[config.mk]
export PLATFORM = sky130hd
export DESIGN_NAME = acadd_unit
export DESIGN_NICKNAME = d
export VERILOG_FILES = /design/src/verilog/acadd_pkg.sv /design/src/verilog/acadd_adder.sv /design/src/verilog/acadd_unit.sv
export SDC_FILE = /design/constraint.sdc
export NUM_CORES = 1
export LEC_CHECK = 0
export BUFFER_PORTS_ARGS = -buffer_cell sky130_fd_sc_hd__buf_2
export CAP_MARGIN = 20
export CORE_MARGIN = 2
export CORE_UTILIZATION = 45
export CTS_CLUSTER_SIZE = 24
export DETAILED_ROUTE_END_ITERATION = 8
export PLACE_DENSITY = 0.85
export SYNTH_ARGS = -nofsm -noshare
export SYNTH_HDL_FRONTEND = slang
export SYNTH_SLANG_ARGS = --single-unit
[constraint.sdc]
create_clock -name clk -period 3.2 [get_ports clk]
set_input_delay 0.32 -clock clk [delete_from_list [all_inputs] [get_ports clk]]
set_output_delay 0.32 -clock clk [all_outputs]
set_load 0.01 [all_outputs]
[src/verilog/acadd_pkg.sv]
// Purpose: constants for the accumulator add unit
// Assumes: 8-bit datapath, one core clock
// Notes: opcode bytes and form selectors for the unit, bit positions for its adder
package acadd_pkg;
    localparam int ACADD_W = 8;
    localparam logic [7:0] ACADD_OP_ADD_DIR = 8'h25;
    localparam logic [7:0] ACADD_OP_ADD_IMM = 8'h24;
    localparam logic [7:0] ACADD_OP_CADD_DIR = 8'h35;
    localparam logic [7:0] ACADD_OP_CADD_IMM = 8'h34;
    localparam logic [4:0] ACADD_OP_ADD_REG_HI = 5'h05;
    localparam logic [4:0] ACADD_OP_CADD_REG_HI = 5'h07;
    localparam logic [6:0] ACADD_OP_ADD_IND_HI = 7'h13;
    localparam logic [6:0] ACADD_OP_CADD_IND_HI = 7'h1b;
    localparam logic [7:0] ACADD_ACC_RST = 8'h00;
    localparam logic ACADD_FLAG_RST = 1'b0;
    localparam int ACADD_AUX_BIT = 4;
    localparam int ACADD_B6_BIT = 7;
    localparam int ACADD_RSEL_W = 3;
    localparam int ACADD_REG_HI_LSB = 3;
    localparam int ACADD_IND_HI_LSB = 1;
    localparam int ACADD_PSEL_BIT = 0;
    localparam logic [2:0] ACADD_RSEL_RST = 3'h0;
    localparam logic ACADD_BIT_RST = 1'b0;
    typedef enum logic [1:0] {
        ACADD_SRC_REG = 2'b00,
        ACADD_SRC_DIR = 2'b01,
        ACADD_SRC_IND = 2'b10,
        ACADD_SRC_IMM = 2'b11
    } acadd_src_t;
    typedef enum logic [1:0] {
        ACADD_IDLE = 2'b00,
        ACADD_WAIT_OPND = 2'b01
    } acadd_state_t;
endpackage

[src/verilog/acadd_adder.sv]
// Purpose: 8-bit adder with carry-in producing carry, aux-carry, overflow
// Assumes: purely combinational
// Notes: flags taken from partial sums
`timescale 1ns/1ps
module acadd_adder
    import acadd_pkg::*;
(
    input wire logic [7:0] a,
    input wire logic [7:0] b,
    input wire logic cin,
    output logic [7:0] sum,
    output logic carry,
    output logic aux_carry,
    output logic overflow
);
    logic [ACADD_AUX_BIT:0] low_sum;
    logic [ACADD_B6_BIT:0] low7_sum;
    logic [ACADD_W:0] full_sum;
    always_comb begin
        low_sum = {1'b0, a[ACADD_AUX_BIT-1:0]} + {1'b0, b[ACADD_AUX_BIT-1:0]}
                  + {{ACADD_AUX_BIT{1'b0}}, cin};
        low7_sum = {1'b0, a[ACADD_B6_BIT-1:0]} + {1'b0, b[ACADD_B6_BIT-1:0]}
                   + {{ACADD_B6_BIT{1'b0}}, cin};
        full_sum = {1'b0, a} + {1'b0, b} + {{ACADD_W{1'b0}}, cin};
        sum = full_sum[ACADD_W-1:0];
        carry = full_sum[ACADD_W];
        aux_carry = low_sum[ACADD_AUX_BIT];
        overflow = low7_sum[ACADD_B6_BIT] ^ full_sum[ACADD_W];
    end
endmodule

[src/verilog/acadd_unit.sv]
// Purpose: executes add and add-with-carry into the accumulator
// Assumes: sequencer presents opcode then operand byte; inputs synchronous
// Notes: acc and flags are held here and exported from flip-flops
// Notes: refused opcodes leave acc and flags untouched
// Notes on behaviour
// - add source byte into accumulator
// - carry from bit7, aux from bit3
// - overflow when bit6/bit7 carries differ
// - four source forms accepted
// - direct add, two bytes, two cycles
// - immediate add, two bytes
// - add-with-carry includes carry flag
// - c3 plus aa gives 6d, carry, overflow
// - direct add-with-carry, two bytes
// - immediate add-with-carry, two bytes
`timescale 1ns/1ps
module acadd_unit
    import acadd_pkg::*;
(
    input wire logic clk,
    input wire logic rst_b,
    input wire logic op_valid,
    input wire logic [7:0] op_byte,
    input wire logic opnd_valid,
    input wire logic [7:0] opnd_byte,
    input wire logic [7:0] src_data,
    output logic op_ack,
    output logic need_operand,
    output logic [2:0] working_register_sel,
    output logic pointer_register_sel,
    output logic [1:0] src_form,
    output logic [7:0] acc,
    output logic carry_flag,
    output logic aux_carry_flag,
    output logic overflow_flag,
    output logic done
);
    acadd_state_t state_reg;
    logic add_with_carry_op_reg;
    acadd_src_t form_reg;
    logic [2:0] rsel_reg;
    logic isel_reg;
    logic is_add;
    logic is_carry_op;
    logic is_two_byte;
    acadd_src_t form_dec;
    logic exec;
    logic [7:0] operand;
    logic [7:0] sum;
    logic c_out;
    logic aux_out;
    logic ovf_out;
    logic cin;

    always_comb begin
        is_add = 1'b1;
        is_carry_op = 1'b0;
        is_two_byte = 1'b0;
        form_dec = ACADD_SRC_REG;
        if (op_byte == ACADD_OP_ADD_DIR) begin
            is_two_byte = 1'b1;
            form_dec = ACADD_SRC_DIR;
        end else if (op_byte == ACADD_OP_ADD_IMM) begin
            is_two_byte = 1'b1;
            form_dec = ACADD_SRC_IMM;
        end else if (op_byte == ACADD_OP_CADD_DIR) begin
            is_carry_op = 1'b1;
            is_two_byte = 1'b1;
            form_dec = ACADD_SRC_DIR;
        end else if (op_byte == ACADD_OP_CADD_IMM) begin
            is_carry_op = 1'b1;
            is_two_byte = 1'b1;
            form_dec = ACADD_SRC_IMM;
        end else if (op_byte[ACADD_W-1:ACADD_REG_HI_LSB] == ACADD_OP_ADD_REG_HI) begin
            form_dec = ACADD_SRC_REG;
        end else if (op_byte[ACADD_W-1:ACADD_REG_HI_LSB] == ACADD_OP_CADD_REG_HI) begin
            is_carry_op = 1'b1;
            form_dec = ACADD_SRC_REG;
        end else if (op_byte[ACADD_W-1:ACADD_IND_HI_LSB] == ACADD_OP_ADD_IND_HI) begin
            form_dec = ACADD_SRC_IND;
        end else if (op_byte[ACADD_W-1:ACADD_IND_HI_LSB] == ACADD_OP_CADD_IND_HI) begin
            is_carry_op = 1'b1;
            form_dec = ACADD_SRC_IND;
        end else begin
            // anything else belongs to another unit
            is_add = 1'b0;
        end
    end

    // refusal lets the sequencer route other opcodes elsewhere
    assign op_ack = (state_reg == ACADD_IDLE) && op_valid && is_add;

    // a second byte is only looked at after a two-byte opcode
    // operand-wait sequence for two-byte forms
    always_ff @(posedge clk or negedge rst_b) begin
        if (!rst_b) begin
            state_reg <= ACADD_IDLE;
        end else begin
            unique case (state_reg)
                ACADD_IDLE: begin
                    if (op_ack && is_two_byte) begin
                        state_reg <= ACADD_WAIT_OPND;
                    end
                end
                ACADD_WAIT_OPND: begin
                    if (opnd_valid) begin
                        state_reg <= ACADD_IDLE;
                    end
                end
                default: begin
                    state_reg <= ACADD_IDLE;
                end
            endcase
        end
    end

    // opcode fields kept for the operand cycle
    always_ff @(posedge clk or negedge rst_b) begin
        if (!rst_b) begin
            add_with_carry_op_reg <= ACADD_BIT_RST;
            form_reg <= ACADD_SRC_REG;
            rsel_reg <= ACADD_RSEL_RST;
            isel_reg <= ACADD_BIT_RST;
        end else if (op_ack) begin
            add_with_carry_op_reg <= is_carry_op;
            form_reg <= form_dec;
            rsel_reg <= op_byte[ACADD_RSEL_W-1:0];
            isel_reg <= op_byte[ACADD_PSEL_BIT];
        end
    end

    assign need_operand = (state_reg == ACADD_WAIT_OPND);

    // selects follow the opcode at once so the fetch fits the same cycle
    always_comb begin
        if (state_reg == ACADD_WAIT_OPND) begin
            src_form = form_reg;
            working_register_sel = rsel_reg;
            pointer_register_sel = isel_reg;
        end else begin
            src_form = form_dec;
            working_register_sel = op_byte[ACADD_RSEL_W-1:0];
            pointer_register_sel = op_byte[ACADD_PSEL_BIT];
        end
    end

    // one-byte forms execute on the opcode; two-byte on the operand byte
    always_comb begin
        exec = 1'b0;
        if (state_reg == ACADD_IDLE) begin
            exec = op_ack && !is_two_byte;
        end else begin
            exec = opnd_valid;
        end
    end

    always_comb begin
        operand = src_data;
        if (need_operand && form_reg == ACADD_SRC_IMM) begin
            operand = opnd_byte;
        end
    end

    // for add-with-carry the stored carry feeds in, so chained adds see the last carry-out
    // carry joins the sum
    assign cin = (need_operand ? add_with_carry_op_reg : is_carry_op) & carry_flag;

    // one shared adder serves every add form
    acadd_adder u_adder (
        .a(acc),
        .b(operand),
        .cin(cin),
        .sum(sum),
        .carry(c_out),
        .aux_carry(aux_out),
        .overflow(ovf_out)
    );

    // a refused opcode never raises exec, so acc holds
    // write back result
    always_ff @(posedge clk or negedge rst_b) begin
        if (!rst_b) begin
            acc <= ACADD_ACC_RST;
        end else if (exec) begin
            acc <= sum;
        end
    end

    // flags change only together with the accumulator
    // flags follow adder
    always_ff @(posedge clk or negedge rst_b) begin
        if (!rst_b) begin
            carry_flag <= ACADD_FLAG_RST;
            aux_carry_flag <= ACADD_FLAG_RST;
            overflow_flag <= ACADD_FLAG_RST;
        end else if (exec) begin
            carry_flag <= c_out;
            aux_carry_flag <= aux_out;
            overflow_flag <= ovf_out;
        end
    end

    // done is exec registered: it rises on the execute edge, together with acc
    always_ff @(posedge clk or negedge rst_b) begin
        if (!rst_b) begin
            done <= ACADD_BIT_RST;
        end else begin
            done <= exec;
        end
    end
endmodule

==> results.cfg, run 1 <==
[sta]
hold_viol = 0
slew-limit-headroom_pct = 44.8
fmax_mhz = 372
worst_pin_slew_ns = 0.825
period_share_pct = 84.1
finalCriticalPeriod_ns = 2.69
setup_viol_count_final = 0
rsz0062_at_grt = false
slew_viol_final = 0
fin_tns_setup_ns = 0
finClkSkew_ns = 0.00542

[synthesis]
synth_warnings = 0
syn-num-nets = 168
synthCells = 131
synthTopCellsByArea = dfrtp_1 36%, mux2_2 13%, ha_1 6.7%
ys_seq_area_share_pct = 36.4
syn_area_per_cell_um2 = 9.96
ys_types = 31
yosysTopAreaCell = dfrtp_1
syn_area_um2 = 1310
synth-seq-cells = 19
netlist.area_leader.share_pct = 36.4

[cts]
clk_pin_slew_worst_paths_ns = 0.10
cts_max_path_buffers = 2
clk_latency_ns = 0.30
cts.sinks = 19
cts_setup_buffers = 0
tritoncts = yes
cts_htree_levels = 1
post_cts_resize_count = 0
root_buffer = clkbuf_4
cts_buffers = 3

[drt]
wire_per_inst_um = 13.2
detail-route-antenna-nets = 0
drc = 0
vias = 1163
viasPerCell = 5.49
drtIter0Drc = 53
postRouteWirelength_um = 2800
firstDrtPassIters = 4

[setup_path]
cp.arrival_ns = 2.88
critPathBufInv = 1
cp-start-kind = register
required_ns = 3.39
r2r.worst_path.cells = 9
ff2ff_setup_slack_ns = 0.51
path_class = reg2reg
cp_slowest_cell = dfrtp_1
end_kind = register
critical-path-max-stage-delay_ns = 0.54
crit_chain = nand3_1 -> buf_4 -> mux2_2 -> fa_1 -> a211oi_1 -> o21ai_0 -> a21oi_1 -> xnor2_1 -> mux2_2
path_common_cell = mux2_2
cp_max_fo = 12
rr_startpoint = state_reg[0]
cp_top_family = compound AO/OA/AOI/OAI gates
worst_r2r_endpoint = acc[6]

[job]
maxCapViolCount = 0

[place]
port_buffers = 47
dp_cells = 207
gp_congestion = 0.854
hpwl_um = 2200

[cells_and_area]
mostFrequentLayoutCells = 47 x buf_2, 19 x dfrtp_1, 15 x mux2_2, 12 x nor2_1, 12 x o21ai_0
layout.nets = 219
layout.cells.most_common = buf_2
drive_gt1_share_pct = 40.3
multi_input_area_um2 = 793
area_growth_pct = 23.9
fin_util_pct = 58.6
largest_register_ffs = 8
fin_cells = 212
fill_cells = 248
seq_area_um2 = 475
num_antenna_cells = 0

[global_route]
grt_pass1_vias = 1148
grt_max_degree = 20
gr-usage-all-layers_pct = 18.2
grt_pass1_wl_um = 4690
gr-total-overflow = 0
grt_antenna_before_repair = 0

[power]
finalPower_mw = 1.08
leakage_nw = 0.793
ir_worst_vdd_uv = 475
power_density_nw_per_um2 = 667

[run_status]
status = completed

[floorplanning]
dieArea_um2 = 3350
die_w_um = 57.9
rows = 19
pin_count = 48
chipHeight_um = 57.9
initial_utilization_pct = 47.3
core_area_um2 = 2760

[hold_path]
hp-class = in2reg
hold_end = state_reg[0]
hp-start = opnd_valid
min_path_cells = 2
[area by class of cell]
class                   instances  area share, %
multi-input cells             102           49.1
flip-flops and latches         19           29.4
repair buffers                 50           16.1
well taps                      31           2.40
clock buffers                   4           1.63
inverters                       6           1.39
[report_power, final]
| group | internal (mW) | switching [mW] | leakage, nW | total (mW) |
|---|---|---|---|---|
| registers | 0.320 | 0.0629 | 0.224 | 0.383 |
| clock network | 0.0485 | 0.0741 | 0.0150 | 0.123 |
| logic | 0.270 | 0.302 | 0.554 | 0.573 |
| total | 0.639 | 0.439 | 0.793 | 1.08 |
[per-layer routing]
metal  track usage, %  vias to the layer above  routed length, µm
met2             32.5                       44               1350
met5                0                        -                  0
met4             8.97                        0                 75
li1                 -                      565                  -
met3             2.90                        8                155
met1             21.1                      546               1220
[synth_stat cells]
library cell  instances
and4b_1               1
a221oi_4              1
ha_1                  7
a31oi_1               1
buf_2                 2
o22ai_1               1
mux2i_1               2
a21oi_2               2
dfrtp_1              19
mux2_1                1
nand2_1               6
nand2b_1              6
and3_1                1
fa_1                  2
xor2_1                2
xnor2_1               3
nand3_1               4
a21o_1                3
nor3_1                2
nand3b_1              1
o41ai_2               1
inv_1                 6
o21ai_0              12
nor2_2                1
nor3b_2               1
nor2_1               12
o21a_1                1
a21oi_1              11
mux2_2               15
a211oi_1              2
buf_4                 2
[how the worst max path moves through the flow]
stage | from | to | slack (ns) | depth (start not counted)
5_1_grt | state_reg[0] | acc[6] | 0.27 | 10
4_1_cts | state_reg[0] | acc[6] | 0.47 | 9
3_5_place_dp | state_reg[0] | acc[6] | 0.48 | 9
3_3_place_gp | state_reg[0] | acc[6] | 0.54 | 9
2_1_floorplan | state_reg[0] | acc[6] | 0.50 | 11
6_report | state_reg[0] | acc[6] | 0.51 | 9
[cell families (layout without fill, tap and decap cells)]
| kind of cell | Yosys count | in the layout | share of synthesized area, % |
|---|---|---|---|
| AOI/OAI and AO/OA | 35 | 35 | 17.8 |
| and+or+nand+nor | 35 | 35 | 13.6 |
| DFF | 19 | 19 | 36.4 |
| muxes | 18 | 18 | 15.3 |
| buffers and inverters | 10 | 60 | 3.64 |
| adders and majority gates | 9 | 9 | 9.78 |
| xor gates and xnor gates | 5 | 5 | 3.36 |
[metrics by stage]
| step | hold slack [ns] | setup WS, ns | cell area (µm²) |
|---|---|---|---|
| finish | 0.224 | 0.510 | 1620 |
| global route | 0.205 | 0.269 | 1620 |
| CTS | 0.214 | 0.469 | 1620 |
| detailed placement | 0.284 | 0.482 | 1580 |
| global placement | 0.276 | 0.541 | 1580 |
| floorplan | 0.0244 | 0.504 | 1310 |
[repair_timing]
action,in CTS,in global routing
endpoints found under the hold margin,19,0
endpoints found under the setup margin,0,0
hold buffers,1,0
(Power assumes the default switching activity.)
==> inputs of run 2 (changes only) <==
--- a/config.mk
+++ b/config.mk
@@ -8,10 +8,10 @@
 export BUFFER_PORTS_ARGS = -buffer_cell sky130_fd_sc_hd__buf_2
 export CAP_MARGIN = 20
 export CORE_MARGIN = 2
-export CORE_UTILIZATION = 45
+export CORE_UTILIZATION = 44
 export CTS_CLUSTER_SIZE = 24
 export DETAILED_ROUTE_END_ITERATION = 8
-export PLACE_DENSITY = 0.85
+export PLACE_DENSITY = 0.86
 export SYNTH_ARGS = -nofsm -noshare
 export SYNTH_HDL_FRONTEND = slang
 export SYNTH_SLANG_ARGS = --single-unit
==> constraint.sdc (replaced) <==
create_clock -name clk -period 2.2 [get_ports clk]
set_input_delay 0.22 -clock clk [delete_from_list [all_inputs] [get_ports clk]]
set_output_delay 0.22 -clock clk [all_outputs]
set_load 0.01 [all_outputs]
==> results.cfg, run 2 (synthesized netlist as in run 1, its figures left out) <==
[place]
hpwl_um = 2500
dp_cells = 222
gp_congestion = 0.928
port_buffers = 47
dp_slack_ns = -0.225

[hold_path]
hold_end = state_reg[0]
min_path_cells = 2
hp-class = in2reg
hp-start = opnd_valid

[power]
comb_power_share_pct = 60.2
ir_worst_vdd_uv = 895
power_density_nw_per_um2 = 1000
finalPower_mw = 1.91
switchingPower_mw = 0.786
leakage_nw = 0.911
sw_frac_of_total_pct = 41.2
pwr-share-clk_pct = 9.7
pwr-share-seq_pct = 30.1
p_int_mw = 1.12

[floorplanning]
pin_count = 48
core_area_um2 = 2780
rows = 19
die_w_um = 58.5
initial_utilization_pct = 46.9
chipHeight_um = 58.5
dieArea_um2 = 3420

[cells_and_area]
fin_cells = 232
layout.nets = 239
num_antenna_cells = 0
mostFrequentLayoutCells = 47 x buf_2, 20 x buf_4, 18 x dfrtp_1, 13 x mux2_2, 12 x nor2_1
fin_util_pct = 68.5
area_growth_pct = 45.9
fill_cells = 210
seq_area_um2 = 477
layout.cells.most_common = buf_2
multi_input_area_um2 = 912
largest_register_ffs = 8
drive_gt1_share_pct = 56.2

[sta]
hold_viol = 0
worst_pin_slew_ns = 0.433
finalCriticalPeriod_ns = 2.41
finalWorstSetupSlack_ns = -0.215
slew-limit-headroom_pct = 71.1
slew_viol_final = 0
fmax_mhz = 414
rsz0062_at_grt = true
setup_viol_count_final = 7
finClkSkew_ns = 0.00923
period_share_pct = 110

[cts]
clk_latency_ns = 0.31
cts_buffers = 3
clk_pin_slew_worst_paths_ns = 0.12
root_buffer = clkbuf_4
tritoncts = yes
cts_max_path_buffers = 2
cts_htree_levels = 1
cts.sinks = 19

[run_status]
status = complete, but fails checks
violations = negative setup slack

[global_route]
grt_antenna_before_repair = 0
grt_pass1_wl_um = 5820
gr-usage-all-layers_pct = 22.1
grt_pass1_vias = 1356
grt_max_degree = 23
gr-total-overflow = 0

[drt]
vias = 1309
firstDrtPassIters = 4
wire_per_inst_um = 15.3
detail-route-antenna-nets = 0
viasPerCell = 5.64
drc = 0
postRouteWirelength_um = 3540
drtIter0Drc = 65

[setup_path]
cp_max_fo = 4
cp-start-kind = register
rr_startpoint = state_reg[0]
worst_r2r_endpoint = acc[4]
end_kind = register
required_ns = 2.40
cp.arrival_ns = 2.62
r2r.worst_path.cells = 11
ff2ff_setup_slack_ns = -0.21
path_class = reg2reg

[job]
maxCapViolCount = 0
## run 2: power groups by stage
stage / logic, mW / clock network, mW / registers (mW)
3_5_place_dp: 0.938 / 0 / 0.573
6_report: 1.15 / 0.185 / 0.573
4_1_cts: 1.01 / 0.192 / 0.570
3_3_place_gp: 0.904 / 0 / 0.563
2_1_floorplan: 0.582 / 0 / 0.605
5_1_grt: 1.25 / 0.208 / 0.593
## run 2: cell type report
class / instances / area share, %
clock buffer: 3 / 1.18
clock inverter: 1 / 0.263
timing repair buffer: 70 / 22.4
inverter: 6 / 1.18
multi-input combinational: 102 / 47.9
sequential: 19 / 25.0
tap: 31 / 2.04
## run 2: repair_timing
item                       4_1_cts  5_1_grt
setup endpoints to repair        7        8
pin swaps                        3        7
hold endpoints to repair        19        0
resized for setup                8       14
buffers inserted                 3        3
hold buffers                     1        0
## run 2: worst max-delay path: stages, from the launching register on
cell,delay [ns]
dfrtp_2,0.47
nand3_4,0.13
mux2i_2,0.25
fa_2,0.25
inv_2,0.04
fa_2,0.34
buf_4,0.15
buf_6,0.11
a21o_1,0.15
a21oi_2,0.17
xor2_1,0.18
a21oi_1,0.08
## run 2: through the flow
| stage | TNS [ns] | hold WS (ns) | cell area [µm²] |
|---|---|---|---|
| final | -1.03 | 0.115 | 1900 |
| after global routing | -2.23 | 0.0891 | 1900 |
| after CTS | -1.04 | 0.103 | 1830 |
| after detailed placement | -1.09 | 0.189 | 1750 |
| after global placement | -0.798 | 0.178 | 1750 |
| after floorplan | -0.447 | -0.0756 | 1360 |
## run 2: layer usage
metal | GRT usage [%] | up-vias | share of wire, %
met2 | 41.4 | 57 | 55
li1 | - | 606 | -
met4 | 5.65 | 0 | 0.65
met5 | 0 | - | 0
met3 | 5.05 | 4 | 6.4
met1 | 24.9 | 642 | 38
## run 2: how the worst max path moves through the flow
stage,start,end
after floorplan,state_reg[0],acc[6]
after global placement,state_reg[0],acc[6]
after detailed placement,state_reg[0],acc[7]
after CTS,state_reg[0],acc[7]
after global routing,state_reg[0],acc[6]
final,state_reg[0],acc[4]
